==> config.mk <==
export PLATFORM = sky130hd
export DESIGN_NAME = twsf_status
export DESIGN_NICKNAME = d
export VERILOG_FILES = /design/src/design/twsf_pkg.sv /design/src/design/twsf_status.sv
export VERILOG_INCLUDE_DIRS = /design/src /design/src/design
export SDC_FILE = /design/constraint.sdc
export NUM_CORES = 1
export LEC_CHECK = 0
export BUFFER_PORTS_ARGS = -buffer_cell sky130_fd_sc_hd__buf_2
export CAP_MARGIN = 20
export CORE_MARGIN = 3
export CORE_UTILIZATION = 48
export DETAILED_ROUTE_END_ITERATION = 16
export PLACE_DENSITY = 0.87
export SYNTH_ARGS = -nofsm -noshare
export SYNTH_HDL_FRONTEND = slang
export SYNTH_SLANG_ARGS = --single-unit
==> constraint.sdc <==
create_clock -name clk_sys_in -period 1.7 [get_ports clk_sys_in]
set_clock_uncertainty 0.15 [all_clocks]
set_input_delay 0.085 -clock clk_sys_in [delete_from_list [all_inputs] [get_ports clk_sys_in]]
set_output_delay 0.085 -clock clk_sys_in [all_outputs]
set_load 0.01 [all_outputs]
==> src/design/twsf_regs.svh <==
/*
 * Register offsets, field positions, reset values and counts of the
 * two-wire status-flag block.
 * Assumes inclusion by bare name from the package and the block.
 */
`ifndef TWSF_REGS_SVH
`define TWSF_REGS_SVH

// ============================================================
// Register byte offsets
`define TWSF_OFS_STATUS 8'h00
`define TWSF_OFS_CONTROL 8'h04
`define TWSF_OFS_OWN_ADDR 8'h08
`define TWSF_OFS_IRQ_MASK 8'h0C
`define TWSF_OFS_IRQ_STATUS 8'h10

// ============================================================
// Field positions
`define TWSF_ST_TRANSFER_DONE 7
`define TWSF_ST_ADDRESSED 6
`define TWSF_ST_BUSY 5
`define TWSF_ST_ARB_LOST 4
`define TWSF_ST_DIRECTION 2
`define TWSF_ST_IRQ_PENDING 1
`define TWSF_ST_ACK_SAMPLE 0
`define TWSF_CTL_GENERAL_CALL 0
`define TWSF_CTL_TX_MODE 1
`define TWSF_EV_BYTE 0
`define TWSF_EV_ADDR 1
`define TWSF_EV_ARB 2
`define TWSF_EV_START 3
`define TWSF_EV_STOP 4
`define TWSF_EV_W 5

// ============================================================
// Reset values, codes and counts
`define TWSF_RST_MASK 5'h00
`define TWSF_GENERAL_CALL_ADDR 7'h00
`define TWSF_BITS_PER_BYTE 4'h8
`define TWSF_LAST_BIT 4'h7
`define TWSF_RESP_OKAY 2'h0
`define TWSF_RESP_SLVERR 2'h2

`endif

==> src/design/twsf_pkg.sv <==
/*
 * Types of the two-wire status-flag block: link phase and the one
 * packed state record of the block.
 * Assumes twsf_regs.svh on the include path.
 */
`include "twsf_regs.svh"

package twsf_pkg;

    typedef enum logic [1:0] {
        phase_idle,
        phase_addr,
        phase_data
    } twsf_phase_t;

    typedef struct packed {
        logic [2:0] scl_sync;
        logic [2:0] sda_sync;
        logic scl;
        logic sda;
    } twsf_pins_t;

    typedef struct packed {
        twsf_pins_t pins;
        twsf_phase_t phase;
        logic [3:0] bit_cnt;
        logic [7:0] shift;
        logic transfer_done_flag;
        logic addressed_as_target_flag;
        logic bus_busy_flag;
        logic arbitration_lost_flag;
        logic target_direction_flag;
        logic interrupt_pending_flag;
        logic ack_sample_flag;
        logic general_call_enable;
        logic tx_mode;
        logic [6:0] own_addr;
        logic [`TWSF_EV_W-1:0] irq_mask;
        logic [`TWSF_EV_W-1:0] irq_events;
        logic aw_held;
        logic [7:0] aw_addr;
        logic w_held;
        logic [7:0] w_data;
        logic w_lane0;
        logic bvalid;
        logic [1:0] bresp;
        logic rvalid;
        logic [7:0] rdata;
        logic [1:0] rresp;
    } twsf_state_t;

endpackage : twsf_pkg

==> src/design/twsf_status.sv <==
/*
 * Status-flag logic of a two-wire serial bus interface, with an
 * AXI4-Lite register slave, bus pin observer and interrupt output.
 * Assumes the rest of the interface drives the data-register access
 * strobes and the arbitration-loss pulse on clk_sys_in, and that the
 * bus pins arrive unsynchronised.
 */
`timescale 1ns/100ps
`include "twsf_regs.svh"

module twsf_status (
    // Clock, reset, enable
    input wire logic clk_sys_in,
    input wire logic rst_b_in,
    input wire logic ce_in,
    // AXI4-Lite write channels
    input wire logic [7:0] s_axi_awaddr_in,
    input wire logic s_axi_awvalid_in,
    output logic s_axi_awready_out,
    input wire logic [31:0] s_axi_wdata_in,
    input wire logic [3:0] s_axi_wstrb_in,
    input wire logic s_axi_wvalid_in,
    output logic s_axi_wready_out,
    output logic [1:0] s_axi_bresp_out,
    output logic s_axi_bvalid_out,
    input wire logic s_axi_bready_in,
    // AXI4-Lite read channels
    input wire logic [7:0] s_axi_araddr_in,
    input wire logic s_axi_arvalid_in,
    output logic s_axi_arready_out,
    output logic [31:0] s_axi_rdata_out,
    output logic [1:0] s_axi_rresp_out,
    output logic s_axi_rvalid_out,
    input wire logic s_axi_rready_in,
    // Two-wire bus pins, observed only
    input wire logic scl_in,
    input wire logic sda_in,
    // Rest of the interface
    input wire logic data_read_strobe_in,
    input wire logic data_write_strobe_in,
    input wire logic arb_lost_in,
    output logic tx_mode_out,
    output logic [7:0] bus_status_out,
    // Interrupt
    output logic irq_out
);

    // ============================================================
    // Helpers

    function automatic logic reg_hit(
        input logic [7:0] addr,
        input logic [7:0] ofs
    );
        reg_hit = (addr[7:2] == ofs[7:2]);
    endfunction : reg_hit

    function automatic logic [7:0] status_byte(
        input twsf_pkg::twsf_state_t s
    );
        logic [7:0] b;
        b = 8'h00;
        b[`TWSF_ST_TRANSFER_DONE] = s.transfer_done_flag;
        b[`TWSF_ST_ADDRESSED] = s.addressed_as_target_flag;
        b[`TWSF_ST_BUSY] = s.bus_busy_flag;
        b[`TWSF_ST_ARB_LOST] = s.arbitration_lost_flag;
        b[`TWSF_ST_DIRECTION] = s.target_direction_flag;
        b[`TWSF_ST_IRQ_PENDING] = s.interrupt_pending_flag;
        b[`TWSF_ST_ACK_SAMPLE] = s.ack_sample_flag;
        status_byte = b;
    endfunction : status_byte

    function automatic logic mapped(input logic [7:0] addr);
        mapped = reg_hit(addr, `TWSF_OFS_STATUS) ||
            reg_hit(addr, `TWSF_OFS_CONTROL) ||
            reg_hit(addr, `TWSF_OFS_OWN_ADDR) ||
            reg_hit(addr, `TWSF_OFS_IRQ_MASK) ||
            reg_hit(addr, `TWSF_OFS_IRQ_STATUS);
    endfunction : mapped

    // ============================================================
    // State

    twsf_pkg::twsf_state_t r;
    twsf_pkg::twsf_state_t next_r;

    logic aw_fire;
    logic w_fire;
    logic ar_fire;

    assign s_axi_awready_out = ce_in & ~r.aw_held & ~r.bvalid;
    assign s_axi_wready_out = ce_in & ~r.w_held & ~r.bvalid;
    assign s_axi_arready_out = ce_in & ~r.rvalid;
    assign aw_fire = s_axi_awvalid_in & s_axi_awready_out;
    assign w_fire = s_axi_wvalid_in & s_axi_wready_out;
    assign ar_fire = s_axi_arvalid_in & s_axi_arready_out;

    assign s_axi_bvalid_out = r.bvalid;
    assign s_axi_bresp_out = r.bresp;
    assign s_axi_rvalid_out = r.rvalid;
    assign s_axi_rresp_out = r.rresp;
    assign s_axi_rdata_out = {24'h000000, r.rdata};
    assign tx_mode_out = r.tx_mode;
    assign bus_status_out = status_byte(r);
    assign irq_out = |(r.irq_events & r.irq_mask);

    // ============================================================
    // Next-state logic

    always_comb begin
        logic scl_settled;
        logic sda_settled;
        logic scl_rise;
        logic scl_high;
        logic sda_rise;
        logic sda_fall;
        logic start_det;
        logic stop_det;
        logic byte_done;
        logic addr_hit;
        logic [7:0] shifted;
        logic have_aw;
        logic have_w;
        logic do_write;
        logic [7:0] wr_addr;
        logic [7:0] wr_data;
        logic wr_en;
        logic [`TWSF_EV_W-1:0] ev;
        scl_settled = 1'b0;
        sda_settled = 1'b0;
        scl_rise = 1'b0;
        scl_high = 1'b0;
        sda_rise = 1'b0;
        sda_fall = 1'b0;
        start_det = 1'b0;
        stop_det = 1'b0;
        byte_done = 1'b0;
        addr_hit = 1'b0;
        shifted = 8'h00;
        have_aw = 1'b0;
        have_w = 1'b0;
        do_write = 1'b0;
        wr_addr = 8'h00;
        wr_data = 8'h00;
        wr_en = 1'b0;
        ev = '0;
        next_r = r;

        // Pins: three stages, level taken once stages two and three agree
        next_r.pins.scl_sync = {r.pins.scl_sync[1:0], scl_in};
        next_r.pins.sda_sync = {r.pins.sda_sync[1:0], sda_in};
        scl_settled = (r.pins.scl_sync[1] == r.pins.scl_sync[2]);
        sda_settled = (r.pins.sda_sync[1] == r.pins.sda_sync[2]);
        if (scl_settled) begin
            next_r.pins.scl = r.pins.scl_sync[2];
        end
        if (sda_settled) begin
            next_r.pins.sda = r.pins.sda_sync[2];
        end
        scl_rise = next_r.pins.scl & ~r.pins.scl;
        scl_high = next_r.pins.scl & r.pins.scl;
        sda_rise = next_r.pins.sda & ~r.pins.sda;
        sda_fall = ~next_r.pins.sda & r.pins.sda;
        start_det = scl_high & sda_fall;
        stop_det = scl_high & sda_rise;
        shifted = {r.shift[6:0], next_r.pins.sda};

        // Byte framing on the bus
        if (start_det) begin
            next_r.phase = twsf_pkg::phase_addr;
            next_r.bit_cnt = 4'h0;
            ev[`TWSF_EV_START] = 1'b1;
        end else if (stop_det) begin
            next_r.phase = twsf_pkg::phase_idle;
            ev[`TWSF_EV_STOP] = 1'b1;
        end else if (scl_rise && r.phase != twsf_pkg::phase_idle) begin
            if (r.bit_cnt != `TWSF_BITS_PER_BYTE) begin
                next_r.shift = shifted;
                next_r.bit_cnt = r.bit_cnt + 4'h1;
                if (r.bit_cnt == `TWSF_LAST_BIT &&
                        r.phase == twsf_pkg::phase_addr) begin
                    addr_hit = (shifted[7:1] == r.own_addr) ||
                        (r.general_call_enable &&
                        shifted[7:1] == `TWSF_GENERAL_CALL_ADDR);
                end
            end else begin
                byte_done = 1'b1;
                next_r.bit_cnt = 4'h0;
                next_r.phase = twsf_pkg::phase_data;
                if (r.tx_mode) begin
                    next_r.ack_sample_flag = next_r.pins.sda;
                end
            end
        end

        // Register write path
        have_aw = r.aw_held | aw_fire;
        have_w = r.w_held | w_fire;
        wr_addr = r.aw_held ? r.aw_addr : s_axi_awaddr_in;
        wr_data = r.w_held ? r.w_data : s_axi_wdata_in[7:0];
        if (have_aw && have_w) begin
            do_write = 1'b1;
            wr_en = r.w_held ? r.w_lane0 : s_axi_wstrb_in[0];
            next_r.aw_held = 1'b0;
            next_r.w_held = 1'b0;
            next_r.bvalid = 1'b1;
            next_r.bresp = mapped(wr_addr) ? `TWSF_RESP_OKAY :
                `TWSF_RESP_SLVERR;
        end else begin
            if (aw_fire) begin
                next_r.aw_held = 1'b1;
                next_r.aw_addr = s_axi_awaddr_in;
            end
            if (w_fire) begin
                next_r.w_held = 1'b1;
                next_r.w_data = s_axi_wdata_in[7:0];
                next_r.w_lane0 = s_axi_wstrb_in[0];
            end
        end
        if (r.bvalid && s_axi_bready_in) begin
            next_r.bvalid = 1'b0;
        end
        wr_en = wr_en & do_write;

        // Software clears first, hardware sets below win
        if (wr_en && reg_hit(wr_addr, `TWSF_OFS_CONTROL)) begin
            next_r.general_call_enable = wr_data[`TWSF_CTL_GENERAL_CALL];
            next_r.tx_mode = wr_data[`TWSF_CTL_TX_MODE];
            next_r.addressed_as_target_flag = 1'b0;
        end
        if (wr_en && reg_hit(wr_addr, `TWSF_OFS_OWN_ADDR)) begin
            next_r.own_addr = wr_data[6:0];
        end
        if (wr_en && reg_hit(wr_addr, `TWSF_OFS_IRQ_MASK)) begin
            next_r.irq_mask = wr_data[`TWSF_EV_W-1:0];
        end
        if (wr_en && reg_hit(wr_addr, `TWSF_OFS_IRQ_STATUS)) begin
            next_r.irq_events = r.irq_events & ~wr_data[`TWSF_EV_W-1:0];
        end
        // only two status bits are writable
        if (wr_en && reg_hit(wr_addr, `TWSF_OFS_STATUS)) begin
            if (wr_data[`TWSF_ST_ARB_LOST]) begin
                next_r.arbitration_lost_flag = 1'b0;
            end
            if (wr_data[`TWSF_ST_IRQ_PENDING]) begin
                next_r.interrupt_pending_flag = 1'b0;
            end
        end
        if ((data_read_strobe_in && !r.tx_mode) ||
                (data_write_strobe_in && r.tx_mode)) begin
            next_r.transfer_done_flag = 1'b0;
        end

        // Hardware sets
        // byte finished
        if (byte_done) begin
            next_r.transfer_done_flag = 1'b1;
        end
        if (addr_hit) begin
            next_r.addressed_as_target_flag = 1'b1;
            next_r.target_direction_flag = shifted[0];
        end
        if (start_det) begin
            next_r.bus_busy_flag = 1'b1;
        end else if (stop_det) begin
            next_r.bus_busy_flag = 1'b0;
        end
        if (arb_lost_in) begin
            next_r.arbitration_lost_flag = 1'b1;
        end
        if (byte_done || addr_hit || arb_lost_in) begin
            next_r.interrupt_pending_flag = 1'b1;
        end
        ev[`TWSF_EV_BYTE] = byte_done;
        ev[`TWSF_EV_ADDR] = addr_hit;
        ev[`TWSF_EV_ARB] = arb_lost_in;
        next_r.irq_events = next_r.irq_events | ev;

        // Register read path
        if (ar_fire) begin
            next_r.rvalid = 1'b1;
            next_r.rresp = `TWSF_RESP_OKAY;
            next_r.rdata = 8'h00;
            if (reg_hit(s_axi_araddr_in, `TWSF_OFS_STATUS)) begin
                next_r.rdata = status_byte(r);
            end else if (reg_hit(s_axi_araddr_in,
                    `TWSF_OFS_CONTROL)) begin
                next_r.rdata[`TWSF_CTL_GENERAL_CALL] =
                    r.general_call_enable;
                next_r.rdata[`TWSF_CTL_TX_MODE] = r.tx_mode;
            end else if (reg_hit(s_axi_araddr_in,
                    `TWSF_OFS_OWN_ADDR)) begin
                next_r.rdata = {1'b0, r.own_addr};
            end else if (reg_hit(s_axi_araddr_in,
                    `TWSF_OFS_IRQ_MASK)) begin
                next_r.rdata = {3'h0, r.irq_mask};
            end else if (reg_hit(s_axi_araddr_in,
                    `TWSF_OFS_IRQ_STATUS)) begin
                next_r.rdata = {3'h0, r.irq_events};
            end else begin
                next_r.rresp = `TWSF_RESP_SLVERR;
            end
        end else if (r.rvalid && s_axi_rready_in) begin
            next_r.rvalid = 1'b0;
        end
    end

    // ============================================================
    // Registers

    always_ff @(posedge clk_sys_in or negedge rst_b_in) begin
        if (!rst_b_in) begin
            r <= '0;
            r.pins <= '1;
            r.irq_mask <= `TWSF_RST_MASK;
        end else if (ce_in) begin
            r <= next_r;
        end
    end

endmodule : twsf_status

==> results of run 1 <==
[final timing paths]
kind                                      end  cells after the start  slack (ns)
setup / recovery                        r[43]                      5       -0.16
hold / removal               s_axi_rvalid_out                      4        0.03
setup reg to reg                        r[43]                      5       -0.16
hold reg to reg            s_axi_rresp_out[1]                      2        0.34
max in group asynchronous               r[74]                      3        0.91
min in group asynchronous               r[67]                      3        0.11
[layer usage]
layer  up-vias  track usage (%)  share of wire, %
met3        19             5.19               6.4
met1      1675             27.4                42
li1       1535                -                 -
met4         0             7.46               2.0
met2       139             34.2                49
met5         -                0                 0
[flip-flops by register name (all words and copies together), names as in the netlist]
| register | count |
|---|---|
| bus_status_out | 7 |
| next_r | 4 |
| r | 51 |
| s_axi_bresp_out | 1 |
| s_axi_bvalid_out | 1 |
| s_axi_rdata_out | 8 |
| s_axi_rresp_out | 1 |
| s_axi_rvalid_out | 1 |
| tx_mode_out | 1 |
[timing repair]
action	CTS	global route
endpoints found under the hold margin	103	0
pin swaps	7	15
resized for setup	28	21
buffers inserted	6	6
hold buffers	25	0
endpoints found under the setup margin	50	46
[critical path: stages (launching register included)]
cell      delay [ns]
dfrtp_2         0.45
buf_6           0.14
nor4_4          0.19
o2111a_4        0.31
nand3_4         0.17
mux2_4          0.35
[synth_stat cells, types with 5 or more instances]
cell type / n / area, sq um
xor2_1: 7 / 61.3
mux2_1: 6 / 67.6
a21oi_1: 8 / 40.0
mux2_2: 33 / 372
nand3_1: 6 / 30.0
nand3b_1: 6 / 45.0
inv_1: 12 / 45.0
mux2_4: 12 / 180
clkbuf_1: 6 / 22.5
dfrtp_1: 67 / 1680
nand2_1: 19 / 71.3
buf_4: 44 / 330
o21ai_0: 15 / 75.1
nor3_1: 5 / 25.0
dfstp_2: 8 / 210
nor2_1: 14 / 52.6
[logic make-up after synthesis]
kind of cell | count (synthesis) | share of synthesized area [%]
simple gates | 85 | 13.4
xor+xnor | 7 | 1.46
flops | 75 | 45.0
buf+inv | 66 | 9.94
mux | 55 | 15.7
compound gates | 75 | 13.5
fa+ha+maj | 3 | 0.836
other cells | 1 | 0.0895
[power by group through the flow]
| stage | combinational (uW) | clock, uW | sequential [uW] |
|---|---|---|---|
| 3_5_place_dp | 2300 | 0 | 2700 |
| 3_3_place_gp | 2220 | 0 | 2670 |
| 4_1_cts | 2550 | 1700 | 2680 |
| 2_1_floorplan | 1560 | 0 | 2580 |
| 5_1_grt | 2950 | 1790 | 2780 |
| 6_report | 2760 | 1680 | 2730 |
[metrics by stage]
| stage | power [uW] | area, sq um |
|---|---|---|
| global route | 7530 | 5550 |
| floorplan | 4140 | 4330 |
| finish | 7170 | 5550 |
| global placement | 4890 | 4740 |
| CTS | 6930 | 5410 |
| detailed placement | 5000 | 4740 |
[final cells by class]
class                   count  area [sq um]
fillers                   592          2790
multi-input cells         252          2230
flip-flops and latches     75          1890
repair buffers            137          1010
clock buffers              11           141
well taps                 105           131
clock inverters             5           100
inverters                  13          48.8
==> impl_metrics.yaml, run 1 <==
placement:
  portBuffers: 56
  dp.cells: 546
  dp_slack_ns: -0.185
  routabilityCongestion: 0.974
  place_hpwl_mm: 6.89
routing:
  routed_wl_mm: 10.7
  vias: 3368
  avgRoutedWirePerCell_um: 17.9
  drt_iter0_markers: 211
  vias_per_cell: 5.63
  drc: 0
  ant_nets: 0
  drt-pass1-iter-count: 4
worst_setup_path:
  crit_start: "r[32]"
  critical_path_class: "reg -> reg"
  cp_max_fo: 7
  crit_required_ns: 1.80
  r2r_start: "r[32]"
  cp-start-kind: "flop"
  crit_arrival_ns: 1.96
  cp-end-kind: "flop"
status:
  status: "finished, violations left"
  violations: "setup timing"
finish:
  layout.nets: 555
  final_cell_mix: "dfrtp_1, buf_2, buf_4, mux2_2, conb_1"
  antennaDiodeCount: 0
  drive_gt1_share_pct: 46.9
  stdcell_count: 598
  syn2layout_area_growth_pct: 32.5
  final_common_cell: "dfrtp_1"
  finish.utilization_pct: 66.6
global_route:
  grt_max_degree: 76
  gr-total-overflow: 0
  track_usage_pct: 21.0
  grt_pass1_wl_mm: 16.4
  grt_pass1_vias: 3281
  antenna_found_initial: 0
synthesis:
  synth.avg_cell_area_sq_um: 11.4
  ys_warn_count: 0
  synth-edff-count: 0
  yosysSeqAreaShare_pct: 45.0
  syn_area_sq_um: 4190
  synth_cell_type_count: 69
  netlist_instances: 367
  synthArstFlopShare_pct: 100
  synthFlopType: "dfrtp_1"
  ys_ff_latch: 75
pwr:
  p_leak_uw: 0.00269
  intPower_uw: 4720
  pwr-share-comb_pct: 38.4
  seq_power_share_pct: 38.1
  p_clk_share_pct: 23.5
  power.density_nw_per_um2: 1290
  swShare_pct: 34.2
  p_switching_uw: 2460
  vdd_drop_max_uv: 1020
sta:
  hold_viol_final: 0
  setup_ws_ns: -0.164
  max_slew_margin_pct: 61.5
  slew_viol_final: 0
  fin_setup_tns_ns: -3.39
  finalSetupViolCount: 33
  rsz0062_at_grt: "yes"
  fmax_mhz: 536
  period_share_pct: 110
  worst_slew_pin_slew_ns: 0.578
  whs_ns: 0.0300
  min_period_ns: 1.86
floorplanning:
  rows: 33
  dieArea_sq_um: 9890
  dieWidth_um: 99.4
  start_util_pct: 50.2
  coreArea_sq_um: 8340
  chipHeight_um: 99.4
  ios: 116
clock_network:
  clock_latency_ns: 0.36
  clk_path_buf_depth: 2
  h-tree-depth: 3
  clock-sinks: 75
  cts_tree: "built"
  cts_root_buf: "clkbuf_8"
  clkTransAtPathRegs_ns: 0.08
  cts_buffers: 9
worst_hold_path:
  hold_start: "s_axi_arvalid_in"
  hp-class: "in -> reg"
flow_run:
  maxCapViolations: 0
(Power assumes the default switching activity.)
==> inputs of run 2 (changes only) <==
--- a/config.mk
+++ b/config.mk
@@ -8,9 +8,12 @@
 export LEC_CHECK = 0
 export BUFFER_PORTS_ARGS = -buffer_cell sky130_fd_sc_hd__buf_2
 export CAP_MARGIN = 20
+export CELL_PAD_IN_SITES_DETAIL_PLACEMENT = 0
+export CELL_PAD_IN_SITES_GLOBAL_PLACEMENT = 1
 export CORE_MARGIN = 3
-export CORE_UTILIZATION = 48
+export CORE_UTILIZATION = 37
 export DETAILED_ROUTE_END_ITERATION = 16
+export GPL_TIMING_DRIVEN = 0
 export PLACE_DENSITY = 0.87
 export SYNTH_ARGS = -nofsm -noshare
 export SYNTH_HDL_FRONTEND = slang
==> run 2 against run 1 <==
The flow still finishes with violations (setup timing). Die area increased by 28%. Register-to-register slack improved by 0.02 ns. Non-clock buffer count increased by 15. Hold slack improved by 0.032 ns. Critical path type unchanged. Largest power group is now sequential cells. Highest routed layer unchanged.
==> impl_metrics.yaml, run 2 (synthesis gave the netlist of run 1 again) <==
finish:
  largest_register_ffs: 51
  final_cell_mix: "dfrtp_1, buf_4, buf_2, mux2_2, conb_1"
  syn2layout_area_growth_pct: 37.4
  largest-register: "r"
  finish.utilization_pct: 52.7
  multi_input_comb_area_sq_um: 2230
  fillers: 970
  antennaDiodeCount: 0
  drive_gt1_share_pct: 47.2
  regArea_sq_um: 1890
  final_common_cell: "dfrtp_1"
  layout.nets: 570
global_route:
  grt_pass1_vias: 3258
  track_usage_pct: 16.4
  gr-total-overflow: 0
  antenna_found_initial: 0
  grt_pass1_wl_mm: 16.8
  grt_max_degree: 53
routing:
  drt-pass1-iter-count: 4
  drc: 0
  vias: 3299
  vias_per_cell: 5.09
  ant_nets: 0
  routed_wl_mm: 10.2
  avgRoutedWirePerCell_um: 15.8
  drt_iter0_markers: 142
sta:
  fmax_mhz: 543
  slew_viol_final: 0
  max_slew_margin_pct: 57.2
  period_share_pct: 108
  rsz0062_at_grt: "yes"
  finalSetupViolCount: 28
  min_period_ns: 1.84
  setup_ws_ns: -0.143
  worst_slew_pin_slew_ns: 0.640
  hold_viol_final: 0
floorplanning:
  coreArea_sq_um: 10900
  dieWidth_um: 112
  start_util_pct: 38.3
  rows: 38
  ios: 116
  chipHeight_um: 112
  dieArea_sq_um: 12600
pwr:
  power.density_nw_per_um2: 1260
  total_power_uw: 7240
  p_leak_uw: 0.00282
  vdd_drop_max_uv: 663
worst_setup_path:
  critical_path_class: "reg -> reg"
  crit_arrival_ns: 1.91
  cp_max_fo: 5
  crit_required_ns: 1.76
  cp-end-kind: "flop"
  cp-start-kind: "flop"
clock_network:
  clk_path_buf_depth: 2
  h-tree-depth: 3
  cts_tree: "built"
  clock-sinks: 75
  clkTransAtPathRegs_ns: 0.06
  cts_root_buf: "clkbuf_16"
  cts_buffers: 9
  clock_latency_ns: 0.33
placement:
  portBuffers: 56
  place_hpwl_mm: 7.23
  routabilityCongestion: 0.827
flow_run:
  maxCapViolations: 0
status:
  violations: "setup timing"
  status: "finished, violations left"
worst_hold_path:
  hp-class: "in -> async"
run 2: cell types whose count changed in the layout (fill, tap and decap cells not counted), sizes merged:
| cell | previous run | this run |
|---|---|---|
| clkbuf | 11 | 17 |
| bufinv | 3 | 2 |
| clkinvlp | 0 | 1 |
| dlygate4sd3 | 25 | 23 |
| buf | 112 | 123 |
run 2: through the flow:
stage	cell area (sq um)	cells	worst slack [ns]	TNS, ns	hold slack (ns)
floorplan	4330	393	-0.129	-1.71	-0.361
global placement	4780	589	-0.306	-13.28	0.132
detailed placement	4810	590	-0.374	-11.62	-0.134
CTS	5650	648	-0.168	-3.53	0.0198
finish	5760	648	-0.143	-2.99	0.0621
global route	5760	648	-0.229	-5.67	0.0882
run 2: power breakdown:
| part | switching (uW) | total [uW] | internal (uW) |
|---|---|---|---|
| combinational | 1180 | 2480 | 1300 |
| clock | 718 | 2040 | 1320 |
| sequential | 467 | 2730 | 2260 |
| total | 2370 | 7240 | 4870 |
run 2: path summary, 6_finish.rpt:
kind,start,endpoint,slack (ns),cells past startpoint
setup / recovery,r[31],r[42],-0.14,4
hold / removal,rst_b_in,s_axi_rresp_out[1],0.06,2
max in group asynchronous,rst_b_in,next_r[76],0.72,3
min in group clk_sys_in,arb_lost_in,bus_status_out[4],0.09,3
setup reg to reg,r[31],r[42],-0.14,4
hold reg to reg,s_axi_rresp_out[1],s_axi_rresp_out[1],0.33,2
run 2: worst max-delay path, cell delays in order, from the launching register on:
cell	delay [ns]
dfrtp_1	0.40
nor4b_4	0.34
o2111a_4	0.31
nand4b_4	0.18
mux2_4	0.34
run 2: what timing repair did:
| action | CTS | global route |
|---|---|---|
| buffers inserted | 21 | 3 |
| endpoints found under the hold margin | 90 | 0 |
| gates resized for setup | 29 | 23 |
| gates cloned | 0 | 0 |
| pin swaps | 18 | 8 |
| endpoints found under the setup margin | 59 | 53 |
| hold buffers | 23 | 0 |
run 2: final cells by class:
type | count | share of cell area (%)
tap | 140 | 3.04
sequential | 75 | 32.8
inverter | 13 | 0.847
timing repair buffer | 100 | 12.5
multi-input combinational | 252 | 38.8
clock buffer | 11 | 4.22
clock inverter | 5 | 1.33
buffer | 52 | 6.43
run 2: routing by layer:
metal / wire, um / vias to the layer above / GRT usage [%] / part of all wire, %
met4: 98 / 0 / 4.17 / 0.96
met5: 0 / - / 0 / 0
li1: - / 1554 / - / -
met1: 4490 / 1634 / 22.4 / 44
met3: 576 / 14 / 3.40 / 5.6
met2: 5060 / 97 / 26.9 / 50
